## src/common/fpsd_pkg.sv

```systemverilog
// fpsd_pkg: constants, enums and carriers of the sine/cosine/sinh decoder.
// assumes: fields follow the coprocessor general-op opcode and extension words.
package fpsd_pkg;
	localparam logic [3:0] OP_LINE   = 4'hf;
	localparam logic [2:0] CPID_RST  = 3'h1;
	localparam logic [2:0] GEN_TYPE  = 3'h0;
	localparam logic [3:0] SC_OPM    = 4'h6;
	localparam logic [6:0] SINH_OPM  = 7'h02;
	localparam logic [6:0] SIN_OPM   = 7'h0e;
	localparam logic [2:0] FMT_L     = 3'h0;
	localparam logic [2:0] FMT_S     = 3'h1;
	localparam logic [2:0] FMT_P     = 3'h3;
	localparam logic [2:0] FMT_W     = 3'h4;
	localparam logic [2:0] FMT_B     = 3'h6;
	localparam logic [2:0] FMT_BAD   = 3'h7;
	localparam logic [2:0] M_DREG    = 3'h0;
	localparam logic [2:0] M_AREG    = 3'h1;
	localparam logic [2:0] M_IND     = 3'h2;
	localparam logic [2:0] M_POST    = 3'h3;
	localparam logic [2:0] M_PRE     = 3'h4;
	localparam logic [2:0] M_D16     = 3'h5;
	localparam logic [2:0] M_IDX     = 3'h6;
	localparam logic [2:0] M_EXT     = 3'h7;
	localparam logic [2:0] R_ABSW    = 3'h0;
	localparam logic [2:0] R_ABSL    = 3'h1;
	localparam logic [2:0] R_PCD     = 3'h2;
	localparam logic [2:0] R_PCX     = 3'h3;
	localparam logic [2:0] R_IMM     = 3'h4;
	localparam int         ADDR_W    = 8;
	localparam logic [7:0] REG_CTRL  = 8'h00;
	localparam logic [7:0] REG_STAT  = 8'h04;
	localparam logic [7:0] REG_LAST  = 8'h08;
	typedef enum logic [1:0] {OP_NONE = 2'h0, OP_SINCOS = 2'h1,
		OP_SINH = 2'h3, OP_SIN = 2'h2} fpsd_op_t;
	typedef enum logic [3:0] {EA_NONE, EA_DREG, EA_IND, EA_POST, EA_PRE,
		EA_D16, EA_IDX, EA_ABSW, EA_ABSL, EA_PCD, EA_PCX, EA_IMM} fpsd_ea_t;
	typedef enum logic [2:0] {RS_CALC, RS_ZERO, RS_ONE, RS_NAN,
		RS_INF} fpsd_res_t;
	typedef struct packed {
		logic [15:0] opcode;
		logic [15:0] ext;
	} fpsd_issue_t;
	// source class and arithmetic side results for the issued operand
	typedef struct packed {
		logic zero;
		logic inf;
		logic signalling_nan;
		logic beyond_2pi;
		logic sin_underflow;
		logic overflow;
		logic underflow;
		logic inexact;
		logic dec_inexact;
	} fpsd_class_t;
	typedef struct packed {
		logic branch_unordered_flag;
		logic signalling_nan_flag;
		logic operand_error_flag;
		logic overflow_flag;
		logic underflow_flag;
		logic divide_zero_flag;
		logic inexact_result_flag;
		logic decimal_input_inexact_flag;
	} fpsd_exc_t;
	typedef struct packed {
		fpsd_op_t op;
		logic     illegal;
		logic     rm;
		logic [2:0] src_reg;
		logic [2:0] fmt;
		fpsd_ea_t ea;
		logic [2:0] ea_reg;
		logic [2:0] sin_dest;
		logic [2:0] cos_dest;
		logic     wr_sin;
		logic     wr_cos;
		logic     read_first;
	} fpsd_dec_t;
endpackage

```

## src/core/fpsd_core.sv

```systemverilog
// fpsd_core: decode and status of the sine/cosine, sine and sinh operations.
// assumes: issue words and operand class come from logic on mclk_in.
//
// Summary of operation
// - source bit zero register, one memory
// - register mode: specifier picks source register
// - memory mode: specifier decodes the data format
// - data register mode only for B/W/L/S
// - mode codes 010..110 use address register
// - mode 111 register field picks special mode
// - equal source and destination reuse one register
// - sincos writes sine and cosine destinations
// - condition codes follow the sine result
// - same destinations keep sine, drop cosine
// - overlapping source read before result write
// - reduce arguments beyond two pi first
// - zero gives signed zero, one; infinity NaN
// - operand error set only for infinite source
// - underflow from sine only, cosine one
// - clear unordered, overflow, divide; quotient kept
// - decimal inexact only for packed format
// - opcode line all ones, coprocessor id matches
// - sincos opmode 0110, cosine in bits 2..0
// - sinh writes its single destination
// - sinh special values and cleared flags
//
// Our own choices: the address map and the strobed register port.
`timescale 1ns/100ps
`default_nettype none
module fpsd_core (
	// clock and reset
	input  wire logic                 mclk_in,
	input  wire logic                 resetn_in,
	// instruction issue
	input  wire logic                 issue_valid_in,
	input  wire fpsd_pkg::fpsd_issue_t issue_in,
	input  wire fpsd_pkg::fpsd_class_t class_in,
	// register port
	input  wire logic [fpsd_pkg::ADDR_W-1:0] addr_in,
	input  wire logic [31:0]          wdata_in,
	input  wire logic                 wr_in,
	input  wire logic                 rd_in,
	output logic      [31:0]          rdata_out,
	// decode results
	output logic                      dec_valid_out,
	output var fpsd_pkg::fpsd_dec_t   dec_out,
	output var fpsd_pkg::fpsd_res_t   sin_res_out,
	output var fpsd_pkg::fpsd_res_t   cos_res_out,
	output logic                      reduce_out,
	output logic                      cc_sine_out,
	output var fpsd_pkg::fpsd_exc_t   exc_out
);
	logic [2:0]          cpid;
	logic [7:0]          quot;
	fpsd_pkg::fpsd_dec_t next_dec;
	fpsd_pkg::fpsd_exc_t next_exc;
	fpsd_pkg::fpsd_res_t next_sin;
	fpsd_pkg::fpsd_res_t next_cos;
	logic                hit;
	logic                next_reduce;
	logic [15:0]         op_w;
	logic [15:0]         ext_w;

	assign op_w  = issue_in.opcode;
	assign ext_w = issue_in.ext;

	// extension word travels with the opcode in one issue
	always_comb begin
		hit = issue_valid_in && op_w[15:12] == fpsd_pkg::OP_LINE
			&& op_w[11:9] == cpid && op_w[8:6] == fpsd_pkg::GEN_TYPE
			&& !ext_w[15] && !ext_w[13];
	end

	always_comb begin
		next_dec = '0;
		next_dec.op = fpsd_pkg::OP_NONE;
		next_dec.ea = fpsd_pkg::EA_NONE;
		if (ext_w[6:3] == fpsd_pkg::SC_OPM) begin
			next_dec.op = fpsd_pkg::OP_SINCOS;
		end else if (ext_w[6:0] == fpsd_pkg::SINH_OPM) begin
			next_dec.op = fpsd_pkg::OP_SINH;
		end else if (ext_w[6:0] == fpsd_pkg::SIN_OPM) begin
			next_dec.op = fpsd_pkg::OP_SIN;
		end
		next_dec.rm       = ext_w[14];
		next_dec.sin_dest = ext_w[9:7];
		next_dec.cos_dest = ext_w[2:0];
		next_dec.ea_reg   = op_w[2:0];
		if (!ext_w[14]) begin
			// effective address field ignored here
			next_dec.src_reg = ext_w[12:10];
			next_dec.fmt     = fpsd_pkg::FMT_S;
		end else begin
			next_dec.fmt = ext_w[12:10];
			if (ext_w[12:10] == fpsd_pkg::FMT_BAD) begin
				next_dec.illegal = 1'b1;
			end
			unique case (op_w[5:3])
				fpsd_pkg::M_DREG: begin
					next_dec.ea = fpsd_pkg::EA_DREG;
					if (!(ext_w[12:10] == fpsd_pkg::FMT_B
						|| ext_w[12:10] == fpsd_pkg::FMT_W
						|| ext_w[12:10] == fpsd_pkg::FMT_L
						|| ext_w[12:10] == fpsd_pkg::FMT_S)) begin
						next_dec.illegal = 1'b1;
					end
				end
				fpsd_pkg::M_AREG: next_dec.illegal = 1'b1;
				fpsd_pkg::M_IND:  next_dec.ea = fpsd_pkg::EA_IND;
				fpsd_pkg::M_POST: next_dec.ea = fpsd_pkg::EA_POST;
				fpsd_pkg::M_PRE:  next_dec.ea = fpsd_pkg::EA_PRE;
				fpsd_pkg::M_D16:  next_dec.ea = fpsd_pkg::EA_D16;
				fpsd_pkg::M_IDX:  next_dec.ea = fpsd_pkg::EA_IDX;
				fpsd_pkg::M_EXT: begin
					unique case (op_w[2:0])
						fpsd_pkg::R_ABSW: next_dec.ea = fpsd_pkg::EA_ABSW;
						fpsd_pkg::R_ABSL: next_dec.ea = fpsd_pkg::EA_ABSL;
						fpsd_pkg::R_PCD:  next_dec.ea = fpsd_pkg::EA_PCD;
						fpsd_pkg::R_PCX:  next_dec.ea = fpsd_pkg::EA_PCX;
						fpsd_pkg::R_IMM:  next_dec.ea = fpsd_pkg::EA_IMM;
						default:          next_dec.illegal = 1'b1;
					endcase
				end
			endcase
		end
		// an illegal source performs nothing
		if (!next_dec.illegal && next_dec.op != fpsd_pkg::OP_NONE) begin
			next_dec.wr_sin = 1'b1;
			next_dec.wr_cos = next_dec.op == fpsd_pkg::OP_SINCOS
				&& ext_w[2:0] != ext_w[9:7];
		end
		// operand latched before any result lands
		next_dec.read_first = !ext_w[14] && next_dec.wr_sin
			&& (ext_w[12:10] == ext_w[9:7]
			|| (next_dec.op == fpsd_pkg::OP_SINCOS
			&& ext_w[12:10] == ext_w[2:0]));
	end

	always_comb begin
		next_sin    = fpsd_pkg::RS_CALC;
		next_cos    = fpsd_pkg::RS_CALC;
		next_reduce = 1'b0;
		next_exc    = '0;
		next_exc.signalling_nan_flag = class_in.signalling_nan;
		next_exc.inexact_result_flag = class_in.inexact;
		next_exc.decimal_input_inexact_flag = next_dec.rm
			&& next_dec.fmt == fpsd_pkg::FMT_P && class_in.dec_inexact;
		if (next_dec.op == fpsd_pkg::OP_SINH) begin
			next_exc.overflow_flag  = class_in.overflow;
			next_exc.underflow_flag = class_in.underflow;
			if (class_in.zero) begin
				next_sin = fpsd_pkg::RS_ZERO;
			end else if (class_in.inf) begin
				next_sin = fpsd_pkg::RS_INF;
			end
		end else begin
			next_exc.operand_error_flag = class_in.inf;
			next_exc.underflow_flag     = class_in.sin_underflow;
			next_reduce    = class_in.beyond_2pi && !class_in.inf;
			if (class_in.inf) begin
				next_sin = fpsd_pkg::RS_NAN;
				next_cos = fpsd_pkg::RS_NAN;
			end else if (class_in.zero) begin
				next_sin = fpsd_pkg::RS_ZERO;
				next_cos = fpsd_pkg::RS_ONE;
			end else if (class_in.sin_underflow) begin
				next_cos = fpsd_pkg::RS_ONE;
			end
		end
	end

	// decode results, one cycle after issue
	always_ff @(posedge mclk_in or negedge resetn_in) begin
		if (!resetn_in) begin
			dec_valid_out <= 1'b0;
			dec_out       <= '0;
			sin_res_out   <= fpsd_pkg::RS_CALC;
			cos_res_out   <= fpsd_pkg::RS_CALC;
			reduce_out    <= 1'b0;
			cc_sine_out   <= 1'b0;
		end else begin
			dec_valid_out <= hit;
			if (hit) begin
				dec_out     <= next_dec;
				sin_res_out <= next_sin;
				cos_res_out <= next_cos;
				reduce_out  <= next_reduce;
				cc_sine_out <= next_dec.op == fpsd_pkg::OP_SINCOS;
			end
		end
	end

	// exception byte, rewritten by each performed operation
	always_ff @(posedge mclk_in or negedge resetn_in) begin
		if (!resetn_in) begin
			exc_out <= '0;
		end else if (hit && next_dec.wr_sin) begin
			exc_out <= next_exc;
		end else if (wr_in && addr_in == fpsd_pkg::REG_STAT) begin
			exc_out <= wdata_in[7:0];
		end
	end

	// quotient byte: software only
	always_ff @(posedge mclk_in or negedge resetn_in) begin
		if (!resetn_in) begin
			quot <= '0;
		end else if (wr_in && addr_in == fpsd_pkg::REG_STAT) begin
			quot <= wdata_in[15:8];
		end
	end

	always_ff @(posedge mclk_in or negedge resetn_in) begin
		if (!resetn_in) begin
			cpid <= fpsd_pkg::CPID_RST;
		end else if (wr_in && addr_in == fpsd_pkg::REG_CTRL) begin
			cpid <= wdata_in[2:0];
		end
	end

	// read data the cycle after the strobe, zero otherwise
	always_ff @(posedge mclk_in or negedge resetn_in) begin
		if (!resetn_in) begin
			rdata_out <= '0;
		end else if (rd_in) begin
			unique case (addr_in)
				fpsd_pkg::REG_CTRL: rdata_out <= {29'h0, cpid};
				fpsd_pkg::REG_STAT: rdata_out <= {16'h0, quot, exc_out};
				fpsd_pkg::REG_LAST: rdata_out <= {6'h00, dec_out};
				default:            rdata_out <= '0;
			endcase
		end else begin
			rdata_out <= '0;
		end
	end
endmodule // fpsd_core
`default_nettype wire

```

## config.mk

```make
export PLATFORM = sky130hd
export DESIGN_NAME = fpsd_core
export DESIGN_NICKNAME = d
export VERILOG_FILES = /design/src/common/fpsd_pkg.sv /design/src/core/fpsd_core.sv
export SDC_FILE = /design/constraint.sdc
export NUM_CORES = 1
export LEC_CHECK = 0
export ABC_AREA = 0
export BUFFER_PORTS_ARGS = -buffer_cell sky130_fd_sc_hd__buf_2
export CAP_MARGIN = 20
export CORE_MARGIN = 2
export CORE_UTILIZATION = 50
export DETAILED_ROUTE_END_ITERATION = 6
export PLACE_DENSITY = 0.95
export SYNTH_ARGS = -nofsm -noshare
export SYNTH_HDL_FRONTEND = slang
export SYNTH_SLANG_ARGS = --single-unit
```

## constraint.sdc

```tcl
create_clock -name mclk_in -period 5.6 [get_ports mclk_in]
set_input_delay 0.28 -clock mclk_in [delete_from_list [all_inputs] [get_ports mclk_in]]
set_output_delay 0.28 -clock mclk_in [all_outputs]
set_load 0.03 [all_outputs]
```

==> results.cfg <==
[drt]
wl_met3_um = 603
top_layer_used = met4
firstDrtPassIters = 4
wl_um = 8810
m1WireLength_um = 3640
vias_per_cell = 5.38
num_vias = 2942
wl_met2_um = 4430
drc = 0
drt_iter0_markers = 139
ant_nets = 0
post_drt_wl_per_cell_um = 16.1

[timing]
finalMaxSlewViolations = 0
rsz0062_at_grt = false
hold_violations = 0
max_slew.worst_pin.slew_ns = 1.10
clock_skew_ns = 0.0118
clock.fmax_ghz = 0.364
period_needed_ns = 2.75
finalSetupTns_ns = 0
min_period_over_period_pct = 49.0
relSlewSlack_pct = 26.5
setup_viol = 0

[clock_tree]
clock_sinks = 78
numCtsBuffers = 9
cts_buffer_depth = 2
cts_resized = 0
clk_pin_slew_ns = 0.08
htreeDepth = 3
clock_latency_ns = 0.34
cts_setup_buffers = 0
cts_root_buffer = clkbuf_8
cts_hold_buf = 0
cts_tree = done

[placement]
placed_cell_area_um2 = 4190
gp_congestion = 0.846
hpwl_um = 6530
io_buffers = 137
dp_cells = 530

[logic_synthesis]
synthTopCellsByArea = dfrtp_1 55%, nand2_1 6.7%, mux2_2 5.2%
yosysUniqueCellTypes = 45
synth_most_common_cell = dfrtp_1
yosys.area.top_type = dfrtp_1
ys_warn_count = 0
netlist_top_cells_count = 77 x dfrtp_1, 62 x nand2_1, 25 x nor2_1
synthFlopType = dfrtp_1
synth.cell_area_um2 = 3490
synth_edf_count = 0
avgSynthCellArea_um2 = 10.5
synthCells = 331
async_flop_share_pct = 100
synth-seq-cells = 78
synth_top_area_share_pct = 55.2
yosysSeqAreaShare_pct = 55.9

[critical_path]
worstPathRequired_ns = 5.83
crit_fanout = 49
crit_path_start_kind = register
path_class = register to register
ff2ff_setup_slack_ns = 2.85
cp_data_arrival_time_ns = 2.98
critPathCaptureType = register

[status]
status = finished, final reports clean

[grt]
grt_max_degree = 79
grt_pass1_wl_um = 13400
gr-total-overflow = 0
grt_pass1_vias = 2865
grt_usage_pct = 22.9
antenna_found_initial = 0

[final_layout]
syn2layout_area_growth_pct = 27.2
num-nets-final = 548
final_area_um2 = 4440
antenna_cells = 0
finalNonFillerCells = 547
fill_cells = 546
drive_above_1_share_pct = 38.1

[floorplan]
io_pins = 161
die-area_um2 = 7670
die_x_um = 87.6
start_util_pct = 51.7
row_count = 30
core-area_um2 = 6760
die_h_um = 87.6

[pwr]
power_leakage_nw = 2.46
vdd_ir_drop_max_uv = 187
power_density_nw_per_um2 = 264

[hold_path]
hp-class = primary input to asynchronous set/reset pin

[run]
cap_violations = 0
## cell families (layout without fill, tap and decap cells)
| logic type | after synthesis | count (layout) | share of synthesized area [%] |
|---|---|---|---|
| mux | 30 | 30 | 9.18 |
| buf+inv | 32 | 162 | 4.44 |
| xor+xnor | 12 | 12 | 3.01 |
| compound gates | 51 | 51 | 9.64 |
| flops | 78 | 78 | 56.0 |
| other cells | 1 | 7 | 0.107 |
| simple gates | 127 | 127 | 17.7 |
## power breakdown
part	total (mW)	internal [mW]	leakage (nW)	switching, mW
combinational	0.103	0.0389	1.27	0.0641
clock	0.491	0.289	0.119	0.202
sequential	0.576	0.570	1.07	0.00521
total	1.17	0.899	2.46	0.271
## area by class of cell
cell class	count	area [um2]	share of cell area, %
Clock buffer	12	165	3.72
Clock inverter	4	76.3	1.72
Inverter	7	26.3	0.592
Multi-Input combinational cell	227	1420	31.9
Sequential cell	78	1950	44.0
Tap cell	80	100	2.25
Timing Repair Buffer	139	703	15.8
## per-layer routing
metal,global-route usage [%],up-vias
li1,-,1388
met1,28.4,1414
met2,39.4,128
met3,4.62,12
met4,9.23,0
met5,0,-
## worst paths after layout
check / from / end / cells past startpoint
min in group mclk_in: wdata_in[12] / quot[4] / 2
min: resetn_in / rdata_out[2] / 1
max in group asynchronous: resetn_in / dec_valid_out / 1
min reg2reg: cos_res_out[1] / cos_res_out[1] / 2
max: cpid[0] / exc_out[6] / 6
max reg2reg: cpid[0] / exc_out[6] / 6
## critical path, cell delays in order (launching register included)
cell,delay [ns]
dfstp_2,0.56
xnor2_1,0.12
nand4_1,0.16
or3_1,0.36
buf_4,0.28
nor3b_2,0.74
mux2_2,0.41
## flip-flops by register name, indices dropped and copies added (netlist names)
signal	flops
quot	8
dec_valid_out	1
dec_out	26
cpid	3
exc_out	8
reduce_out	1
sin_res_out	3
cc_sine_out	1
cos_res_out	1
rdata_out	26
## per-stage QoR
stage	setup slack [ns]	utilization, %	total power, mW	hold slack [ns]
2_1_floorplan	3.64	-	0.637	-0.0156
3_3_place_gp	2.82	62.0	0.685	0.462
3_5_place_dp	2.73	62.0	0.689	0.452
4_1_cts	2.82	65.6	1.18	0.117
5_1_grt	2.70	65.7	1.22	0.149
6_report	2.85	65.7	1.17	0.0897
## cell usage in the layout, fill, tap and decap left out, drive strengths merged, types with 2 or more instances in the layout
cell type and n:
a22oi 13, xor2 3, nand3 7, or4 2, xnor2 9, mux2 16
or3 2, o31ai 2, nor2 25, conb 7, mux2i 14, a31oi 2
nor2b 2, nand4 2, clkbuf 12, nor3 3, o21ai 12, and2 11
o311ai 3, inv 8, nand2 62, a21oi 10, dfrtp 77, nand3b 2
o41ai 2, nor3b 2, bufinv 2, buf 139
Power figures use the tool's default switching activity.
